--- config.mk ---
export PLATFORM = sky130hd
export DESIGN_NAME = remote_unit_command_decoder
export DESIGN_NICKNAME = d
export VERILOG_FILES = /design/src/core/remote_unit_pkg.sv /design/src/core/remote_unit_command_decoder.sv
export SDC_FILE = /design/constraint.sdc
export NUM_CORES = 1
export LEC_CHECK = 0
export ABC_AREA = 1
export ABC_CLOCK_PERIOD_IN_PS = 1450
export BUFFER_PORTS_ARGS = -buffer_cell sky130_fd_sc_hd__buf_2
export CAP_MARGIN = 20
export CORE_ASPECT_RATIO = 0.7
export CORE_MARGIN = 2
export CORE_UTILIZATION = 51
export DETAILED_ROUTE_END_ITERATION = 10
export PLACE_DENSITY = 0.76
export SYNTH_ARGS = -nofsm -noshare
export SYNTH_HDL_FRONTEND = slang
export SYNTH_SLANG_ARGS = --single-unit
--- constraint.sdc ---
create_clock -name core_clk -period 1.45 [get_ports core_clk]
set_input_delay 0 -clock core_clk [delete_from_list [all_inputs] [get_ports core_clk]]
set_output_delay 0 -clock core_clk [all_outputs]
set_load 0.03 [all_outputs]
--- src/core/remote_unit_pkg.sv ---
// Constants, code words and types for the remote unit command decoder
package remote_unit_pkg;

    // Transmission code fields; bit 1 of the word is the MSB
    localparam int unsigned CODE_MODE_HI = 7;
    localparam int unsigned CODE_MODE_LO = 6;
    localparam int unsigned CODE_DIR     = 5;

    // Common normal-mode codes
    localparam logic [7:0] CODE_NOP    = 8'h00;
    localparam logic [7:0] CODE_MODIFY = 8'h01;
    localparam logic [7:0] CODE_XMIT   = 8'h06;
    localparam logic [7:0] CODE_TURN   = 8'h0d;

    // Status word bit positions; bit 1 of the word is the MSB
    localparam int unsigned ST_RX_A   = 7;
    localparam int unsigned ST_RX_B   = 6;
    localparam int unsigned ST_TX_A   = 5;
    localparam int unsigned ST_TX_B   = 4;
    localparam int unsigned ST_PARITY = 3;
    localparam int unsigned ST_ADDR   = 2;
    localparam int unsigned ST_CODE   = 1;
    localparam int unsigned ST_SPARE  = 0;

    // Power-on status pattern 11100000
    localparam logic [7:0] STATUS_RESET = 8'he0;

    // Message reception states
    typedef enum logic [0:0] {
        ST_IDLE = 1'b0,
        ST_BODY = 1'b1
    } rx_state_type;

    // Command kinds taken from the transmission code
    typedef enum logic [2:0] {
        CMD_NORMAL = 3'h0,
        CMD_NOP    = 3'h1,
        CMD_MODIFY = 3'h2,
        CMD_XMIT   = 3'h3,
        CMD_TURN   = 3'h4,
        CMD_OVR    = 3'h5,
        CMD_MEM    = 3'h6
    } cmd_type;

endpackage

--- src/core/remote_unit_command_decoder.sv ---
// Transmission code decoder and status word keeper of the remote unit
`timescale 1ns/1ns
module remote_unit_command_decoder
    import remote_unit_pkg::*;
(
    input  wire logic        core_clk,
    input  wire logic        rst_n,
    input  wire logic        code_valid,
    input  wire logic [7:0]  code_word,
    input  wire logic        addr_ok,
    input  wire logic        addr_invalid,
    input  wire logic        code_invalid,
    input  wire logic        parity_err,
    input  wire logic        data_valid,
    input  wire logic [7:0]  data_word,
    input  wire logic        msg_end,
    input  wire logic        encode_ok,
    input  wire logic [7:0]  chan_rd_data,
    input  wire logic        rx_a,
    input  wire logic        rx_b,
    input  wire logic        tx_a,
    input  wire logic        tx_b,
    output logic             rom_start,
    output logic [6:0]       rom_addr,
    output logic             mem_start,
    output logic             mem_to_ctrl,
    output logic             chan_wr,
    output logic [12:0]      chan_addr,
    output logic [7:0]       chan_data,
    output logic             reply_valid,
    output logic [7:0]       reply_word,
    output logic [7:0]       status_word
);

    logic [3:0]   act_meta;
    logic [3:0]   act_sync;
    rx_state_type state;
    rx_state_type next_state;
    cmd_type      kind;
    cmd_type      next_kind;
    logic [7:0]   code_reg;
    logic [7:0]   next_code_reg;
    logic [1:0]   word_cnt;
    logic [1:0]   next_word_cnt;
    logic [7:0]   operand;
    logic [7:0]   next_operand;
    logic [7:0]   cur_data;
    logic [7:0]   next_cur_data;
    logic [7:0]   last_data;
    logic [7:0]   next_last_data;
    logic [2:0]   err_pend;
    logic [2:0]   next_err_pend;
    logic [2:0]   err_now;
    logic         ending;
    logic         next_rom_start;
    logic [6:0]   next_rom_addr;
    logic         next_mem_start;
    logic         next_mem_to_ctrl;
    logic         next_chan_wr;
    logic [12:0]  next_chan_addr;
    logic [7:0]   next_chan_data;
    logic         next_reply_valid;
    logic [7:0]   next_reply_word;
    logic [7:0]   next_status;

    // Modem activity pins come from outside; two flops before use
    always_ff @(posedge core_clk or negedge rst_n) begin
        if (!rst_n) begin
            act_meta <= 4'h0;
            act_sync <= 4'h0;
        end else begin
            act_meta <= {rx_a, rx_b, tx_a, tx_b};
            act_sync <= act_meta;
        end
    end

    // Errors seen in this message so far, including this cycle
    assign err_now = err_pend | {parity_err, addr_invalid, code_invalid & code_valid};
    assign ending  = (state == ST_BODY) && msg_end;

    // Message decode, command execution and status keeping
    always_comb begin
        next_state       = state;
        next_kind        = kind;
        next_code_reg    = code_reg;
        next_word_cnt    = word_cnt;
        next_operand     = operand;
        next_cur_data    = cur_data;
        next_last_data   = last_data;
        next_err_pend    = err_now;
        next_rom_start   = 1'b0;
        next_rom_addr    = rom_addr;
        next_mem_start   = 1'b0;
        next_mem_to_ctrl = mem_to_ctrl;
        next_chan_wr     = 1'b0;
        next_chan_addr   = chan_addr;
        next_chan_data   = chan_data;
        next_reply_valid = 1'b0;
        next_reply_word  = reply_word;
        next_status      = status_word;
        unique case (state)
            ST_IDLE: begin
                if (code_valid && addr_ok) begin
                    next_state    = ST_BODY;
                    next_code_reg = code_word;
                    next_word_cnt = 2'h0;
                    if (!code_word[CODE_MODE_HI]) begin
                        // Normal mode: remaining bits start the program
                        next_rom_start = 1'b1;
                        next_rom_addr  = code_word[6:0];
                        // Common codes decode alike in every unit
                        unique case (code_word)
                            CODE_NOP:    next_kind = CMD_NOP;
                            CODE_MODIFY: next_kind = CMD_MODIFY;
                            CODE_XMIT:   next_kind = CMD_XMIT;
                            CODE_TURN:   next_kind = CMD_TURN;
                            default:     next_kind = CMD_NORMAL;
                        endcase
                    end else if (!code_word[CODE_MODE_LO]) begin
                        next_kind = CMD_OVR;
                    end else begin
                        // Memory access; bits 4-8 are ignored
                        next_kind        = CMD_MEM;
                        next_mem_start   = 1'b1;
                        next_mem_to_ctrl = code_word[CODE_DIR];
                    end
                end
            end
            ST_BODY: begin
                if (data_valid) begin
                    if (word_cnt == 2'h0) begin
                        next_operand = data_word;
                    end
                    next_cur_data = data_word;
                    if (word_cnt != 2'h3) begin
                        next_word_cnt = word_cnt + 2'h1;
                    end
                end
                if (msg_end) begin
                    next_state = ST_IDLE;
                    unique case (kind)
                        CMD_MODIFY: begin
                            if (encode_ok && word_cnt != 2'h0) begin
                                next_status = operand;
                            end
                        end
                        CMD_XMIT: begin
                            if (encode_ok) begin
                                next_reply_valid = 1'b1;
                                next_reply_word  = status_word;
                            end
                        end
                        CMD_TURN: begin
                            next_reply_valid = 1'b1;
                            next_reply_word  = last_data;
                        end
                        CMD_OVR: begin
                            // Read needs one word, write two or more; channel from code and first word
                            next_chan_addr = {code_reg[4:0], operand};
                            if (encode_ok && code_reg[CODE_DIR] && word_cnt != 2'h0) begin
                                next_reply_valid = 1'b1;
                                next_reply_word  = chan_rd_data;
                            end else if (encode_ok && word_cnt >= 2'h2) begin
                                next_chan_wr   = 1'b1;
                                next_chan_data = cur_data;
                            end
                        end
                        default: begin
                            // No-op and other normal codes never answer
                            next_reply_valid = 1'b0;
                        end
                    endcase
                    if (word_cnt != 2'h0) begin
                        next_last_data = cur_data;
                    end
                end
            end
        endcase
        // Errors of the message just ended are reported by the next one
        if (ending || (msg_end && state == ST_IDLE)) begin
            next_err_pend = 3'h0;
            if (ending && kind == CMD_MODIFY && encode_ok && word_cnt != 2'h0) begin
                next_status[ST_PARITY:ST_CODE] = next_status[ST_PARITY:ST_CODE] | err_now;
            end else begin
                next_status[ST_PARITY:ST_CODE] = err_now;
            end
        end
        // Modem activity bits are sticky; activity wins over a load
        next_status[ST_RX_A:ST_TX_B] = next_status[ST_RX_A:ST_TX_B] | act_sync;
    end

    // State registers; status takes its power-on pattern here
    always_ff @(posedge core_clk or negedge rst_n) begin
        if (!rst_n) begin
            state       <= ST_IDLE;
            kind        <= CMD_NORMAL;
            code_reg    <= 8'h00;
            word_cnt    <= 2'h0;
            operand     <= 8'h00;
            cur_data    <= 8'h00;
            last_data   <= 8'h00;
            err_pend    <= 3'h0;
            rom_start   <= 1'b0;
            rom_addr    <= 7'h00;
            mem_start   <= 1'b0;
            mem_to_ctrl <= 1'b0;
            chan_wr     <= 1'b0;
            chan_addr   <= 13'h0000;
            chan_data   <= 8'h00;
            reply_valid <= 1'b0;
            reply_word  <= 8'h00;
            status_word <= STATUS_RESET;
        end else begin
            state       <= next_state;
            kind        <= next_kind;
            code_reg    <= next_code_reg;
            word_cnt    <= next_word_cnt;
            operand     <= next_operand;
            cur_data    <= next_cur_data;
            last_data   <= next_last_data;
            err_pend    <= next_err_pend;
            rom_start   <= next_rom_start;
            rom_addr    <= next_rom_addr;
            mem_start   <= next_mem_start;
            mem_to_ctrl <= next_mem_to_ctrl;
            chan_wr     <= next_chan_wr;
            chan_addr   <= next_chan_addr;
            chan_data   <= next_chan_data;
            reply_valid <= next_reply_valid;
            reply_word  <= next_reply_word;
            status_word <= next_status;
        end
    end

    // Checks on decode and status behaviour
    a_mem_select: assert property (@(posedge core_clk) disable iff (!rst_n)
        mem_start |-> $past(code_valid && addr_ok && code_word[7:6] == 2'b11 && state == ST_IDLE))
        else $error("memory access started without an 11 code");
    a_mem_direction: assert property (@(posedge core_clk) disable iff (!rst_n)
        mem_start |-> mem_to_ctrl == $past(code_word[CODE_DIR]))
        else $error("memory access direction differs from code bit 3");
    a_normal_start: assert property (@(posedge core_clk) disable iff (!rst_n)
        (state == ST_IDLE && code_valid && addr_ok && !code_word[7])
        |=> rom_start && rom_addr == $past(code_word[6:0]))
        else $error("normal mode start location wrong");
    a_nop_silent: assert property (@(posedge core_clk) disable iff (!rst_n)
        (ending && kind == CMD_NOP) |=> !reply_valid)
        else $error("reply sent for no-operation code");
    a_modify_load: assert property (@(posedge core_clk) disable iff (!rst_n)
        (ending && kind == CMD_MODIFY && encode_ok && word_cnt != 2'h0)
        |=> status_word[ST_SPARE] == $past(operand[ST_SPARE]))
        else $error("status not loaded by modify command");
    a_xmit_status: assert property (@(posedge core_clk) disable iff (!rst_n)
        (ending && kind == CMD_XMIT && encode_ok)
        |=> reply_valid && reply_word == $past(status_word))
        else $error("status word not returned");
    a_turn_echo: assert property (@(posedge core_clk) disable iff (!rst_n)
        (ending && kind == CMD_TURN) |=> reply_valid && reply_word == $past(last_data))
        else $error("turnaround did not echo last data");
    a_modem_activity: assert property (@(posedge core_clk) disable iff (!rst_n)
        act_sync[3] |=> status_word[ST_RX_A])
        else $error("modem A receive activity not flagged");
    a_error_report: assert property (@(posedge core_clk) disable iff (!rst_n)
        (ending || (msg_end && state == ST_IDLE))
        |=> (status_word[ST_PARITY:ST_CODE] & $past(err_now)) == $past(err_now))
        else $error("message error not latched into status");
    a_power_pattern: assert property (@(posedge core_clk)
        $rose(rst_n) |-> status_word == STATUS_RESET)
        else $error("status power-on pattern wrong");
    a_override_write: assert property (@(posedge core_clk) disable iff (!rst_n)
        chan_wr |-> !reply_valid && chan_addr == {$past(code_reg[4:0]), $past(operand)})
        else $error("override write with wrong channel");

endmodule // remote_unit_command_decoder

Word-level counts from Yosys, hierarchy flattened:

Cells that the tools add are included.
W data, S select, Z words.

* multiplexer cells: 37
* reduce and logical (&&, ||, !) cells: 26
* bitwise gates (word level): 7
* order comparisons: 1
* divide/modulo/power cells: 0
* shift operators: 0
* eq/ne operators: 13
* multipliers: 0
* $add $sub $neg: 1

Operators with widths (number)
* $mux W8: 6
* $pmux W8 S3: 1
* $mux W1: 18
* $reduce_and A3 Y1: 5
* $mux W3: 4
* $pmux W3 S4: 1
* $logic_and A1 B1 Y1: 10
* $ne A2 B2 Y1 const B: 5
* $reduce_and A5 Y1: 2
* $eq A8 B1 Y1 const B: 1
* $eq A8 B3 Y1 const B: 1
* $eq A8 B4 Y1 const B: 1
* $logic_not A8 Y1: 1
* $mux W2: 4
* $reduce_and A4 Y1: 2
* $eq A3 B2 Y1 const B: 2
* $eq A3 B3 Y1 const B: 2
* $or A3 B3 Y3: 2
* $or A4 B4 Y4: 1
* $pmux W2 S2: 1
* $reduce_and A2 Y1: 2
* $not A1 Y1: 3
* $pmux W1 S3: 1
* $reduce_bool A3 Y1: 1
* other kinds (8): 8

* bits in latches: 0
* output and inout bits: 49
* flip-flop bits (word level): 96
* bits in read-only memories: 0
* bits in writable memories: 0
* memories kept: 0

Logic depth before layout (Yosys ltp):

* word-level depth: 9
* mapped depth: 10

Least setup slack after synthesis:

Ideal clock, no wire load.

* kind: register to register
* start: register word_cnt[1]
* end: register reply_word[0]
* arrival: 1.269 ns
* path slack: 0.115 ns
* setup time: 0.066 ns
* stages on the path, launching flop included: 10
* period minus slack after synthesis: 1.335 ns
* cell sequence: dfrtp_1 -> inv_1 -> ha_1 -> inv_1 -> nand3_1 -> nand2_1 -> nand2_1 -> nor2_4 -> nand2_1 -> nand2_1

* longest elaborated chain between the ends: 4

Ends and longest elaborated chain
* start, declared: RTL line remote_unit_command_decoder.sv:43 `logic [1:0] word_cnt;`
* start signal, assigned: RTL line remote_unit_command_decoder.sv:217 `word_cnt <= next_word_cnt;`
* $reduce_bool A2 Y1: RTL line remote_unit_command_decoder.sv:160 `if (encode_ok && code_reg[CODE_DIR] && word_cnt != 2'h0) begin`
* $logic_and A1 B1 Y1: RTL line remote_unit_command_decoder.sv:160
* $ne A2 B2 Y1 (no line)
* $reduce_and A5 Y1 (no line)
* end signal, assigned: RTL line remote_unit_command_decoder.sv:230 `reply_word <= next_reply_word;`
* end, declared: RTL line remote_unit_command_decoder.sv:31 `output logic [7:0] reply_word,`

No other way between the ends.
A chain may end at the register's enable or synchronous reset.

Worst setup path after layout:

* start: register word_cnt[0]
* end: register chan_data[6]

* longest elaborated chain between the ends: 4

Ends and longest elaborated chain
* parallel branches: the longest is 3 deep, another holds $ge A2 B2 Y1
* $reduce_and A5 Y1 (no line) (*)
* end signal, assigned: RTL line remote_unit_command_decoder.sv:228 `chan_data <= next_chan_data;`
* end, declared: RTL line remote_unit_command_decoder.sv:29 `output logic [7:0] chan_data,`

Every way passes the cells marked *.

==> results by group <==
Logic synthesis
  – Yosys warnings: 0
  – Synth area leaders: dfrtp_1 (58%), nand2_1 (14%), o21ai_0 (6.2%), inv_1 (4.1%), nand3_1 (4.1%)
  – Top cell type's share of synthesized area: 0.584
  – Avg Cell Area, Syn: 9.13 um2
  – Cell with the most instances after synthesis: nand2_1
  – Syn Nets: around 480
  – Post-synth top cells: nand2_1 (144), dfrtp_1 (93), o21ai_0 (49)
  – Synth Instances: 436
  – Post-Syn Area: between 3000 and 4000 um2
  – Synth Register Bits: 96
  – Yosys cell types: 22
  – Seq/Total Area, Yosys: 0.604
  – FFs w/ async S/R, synth: 1.00
  – Top_reg_cell synth: dfrtp_1
  – Synth area leader: dfrtp_1
  – Number of synthesized flops with an enable pin: 0

Floorplanning
  – Die Ht: just under 80 um
  – Die ar.: 8540 um2
  – Die W: approximately 110 um
  – Ports: 87
  – Core Box Area: approximately 7400 um2
  – Initial core utilization: 0.537
  – Number of cell rows: 26

Worst hold path
  – Hold Path Class: primary input to flip-flop
  – Hold Startpoint: code_valid

Route
  – Iteration-0 DRC Markers: 235
  – Via count: between 3000 and 4000
  – Remaining DRCs: 0
  – Drt wl/cell: 14.7 um
  – Antenna viol nets, final: 0
  – Post-Route WL: ~10000 um
  – First-pass detailed-route iteration total: 7
  – Via density: between 5 and 6

Placement
  – Routability cong.: 0.885
  – IO Port Bufs: 86
  – Placed Cells incl. Taps: about 630
  – Pre-CTS setup slack: -0.111 ns
  – Final HPWL DP: approximately 6800 um

Layout
  – Register area: approximately 2400 um2
  – Inserted Diodes: 0
  – Fillers: between 500 and 600
  – Finished Core Util: 0.713
  – Max reg flops: 13
  – Share of layout cells above drive strength 1: 0.292
  – Area grow syn2layout: 32.7%
  – Reg with most FFs: chan_addr
  – Final net count: about 620
  – Area of the multi-input gates: roughly 1400 um2
  – Non-Filler Instances: 680

Setup path
  – WP data arrival: around 1.7 ns
  – Crit path from: word_cnt[0]
  – Nature of the critical path endpoint: flip-flop
  – WS Path Type: flip-flop to flip-flop
  – Worst R2R Start: word_cnt[0]
  – Critical Path Source Type: flip-flop
  – Req. time, crit path: about 1.7 ns
  – CP Max Fanout: 17

Timing
  – Final slew viol count: 0
  – Setup violations, final: 0
  – Final hold violations: 0
  – Final period utilization: 0.975
  – Final TNS setup: 0 ns
  – Setup Skew: 0.0129 ns
  – Least-Margin Pin Slew: about 0.46 ns
  – Final min period: 1.41 ns
  – Achievable clock frequency: between 700 and 800 MHz
  – Min setup slack post-route: between 0.03 and 0.04 ns
  – Slew margin rel.: 0.695

Global route
  – GRT met2 Usage: 0.402
  – Busiest grt layer: met2
  – Met1 Use GR: 0.355
  – First-pass GRT wire length: around 17000 um
  – Gr usage total: 0.254
  – Largest net degree at the start of global routing: 42
  – Grt ovf: 0
  – Grt met3 use: 0.0504
  – Vias in the first global route: 3529
  – Initial antenna violation count: 0

Clock network
  – Worst-path clk slew: ~0.090 ns
  – Clk sinks: 96
  – Clock root cell: clkbuf_8
  – CTS buffer count: 9
  – Skew-Pair Late Insertion Delay: between 0.3 and 0.4 ns
  – Max clock buf depth: 2
  – CTS tree: built
  – CTS H-tree depth: 3

Job
  – Max-Cap Viols: 0

Pwr
  – Clock Power Share: 0.240
  – P_int: 0.00527 W
  – Net Sw Frac: 0.369
  – Comb power frac: 0.306
  – Leakage: 2.85 nW
  – Seq pwr share: 0.454
  – Maximum VDD drop: 0.897 mV
  – Pwr dens: 1580 nW/um2
  – Psw: ~0.003 W

Outcome
  – Status: finished clean
## cell type report
cell class | count | share of cell area
inverter | 46 | 0.0331
clock buffer | 11 | 0.0286
multi-input combinational | 285 | 0.265
sequential | 96 | 0.456
timing repair buffer | 139 | 0.178
tap | 98 | 0.0232
clock inverter | 5 | 0.0161
## cell usage in the layout, fill, tap and decap left out, types with 5 or more instances in the layout
| cell type | count |
|---|---|
| buf_4 | 18 |
| nor2_1 | 20 |
| clkbuf_8 | 11 |
| nand2_1 | 138 |
| nand2_2 | 9 |
| dlygate4sd3_1 | 34 |
| nand2_4 | 5 |
| dfrtp_1 | 90 |
| buf_2 | 85 |
| inv_1 | 41 |
| o21ai_2 | 15 |
| nand3_1 | 32 |
| o21ai_0 | 48 |
## metal layers
layer / wire length, um / vias up
met3: 719 / 17
met4: 171 / 0
li1: - / 1660
met1: 4350 / 1670
met2: 4750 / 145
met5: 0 / -
## power by group through the flow
stage / Sequential, W / Clock, W / Combinational, W
detailed placement: 0.00382 / 0 / 0.00237
finish: 0.00379 / 0.00200 / 0.00255
global route: 0.00385 / 0.00216 / 0.00283
CTS: 0.00377 / 0.00203 / 0.00247
floorplan: 0.00443 / 0 / 0.000863
global placement: 0.00379 / 0 / 0.00229
## logic make-up (layout without fill, tap and decap cells)
kind of cell,Yosys count,after routing,synth area share
simple gates,212,214,0.227
flops,96,96,0.604
compound gates,68,68,0.100
buf+inv,57,201,0.0597
fa+ha+maj,3,3,0.00943
## worst max-delay path, cell delays in order, from the launching register on
cell and delay (ns):
dfrtp_1 0.40, inv_2 0.08, ha_2 0.19, inv_2 0.06, nand3_2 0.06, nand2_2 0.10, inv_1 0.08, nand2_2 0.07
buf_12 0.16, nand2_1 0.08, o21ai_2 0.05
## final timing paths
kind / end / slack [ns] / cells past startpoint
worst max-delay path: chan_data[6] / 0.04 / 10
worst min-delay path: status_word[1] / 0.02 / 4
worst max register to register: chan_data[6] / 0.04 / 10
worst min register to register: act_sync[1] / 0.35 / 0
max in group asynchronous: operand[5] / 0.69 / 3
min in group asynchronous: status_word[4] / 0.10 / 2
## metrics by stage
stage / hold WS [ns] / total power, W / cell area, um2
2_1_floorplan: -0.296 / 0.00529 / 3980
3_3_place_gp: -0.0430 / 0.00608 / 4620
3_5_place_dp: -0.0425 / 0.00618 / 4620
4_1_cts: 0.00404 / 0.00827 / 5220
5_1_grt: 0.0258 / 0.00884 / 5290
6_report: 0.0165 / 0.00834 / 5290
## repair_timing
action / CTS / global route
pin swaps: 1 / 8
cloned: 1 / 1
buffers inserted: 0 / 3
endpoints found under the setup margin: 10 / 39
hold buffers: 34 / 0
resized for setup: 6 / 15
hold endpoints to repair: 114 / 0
Power figures use the tool's default switching activity.
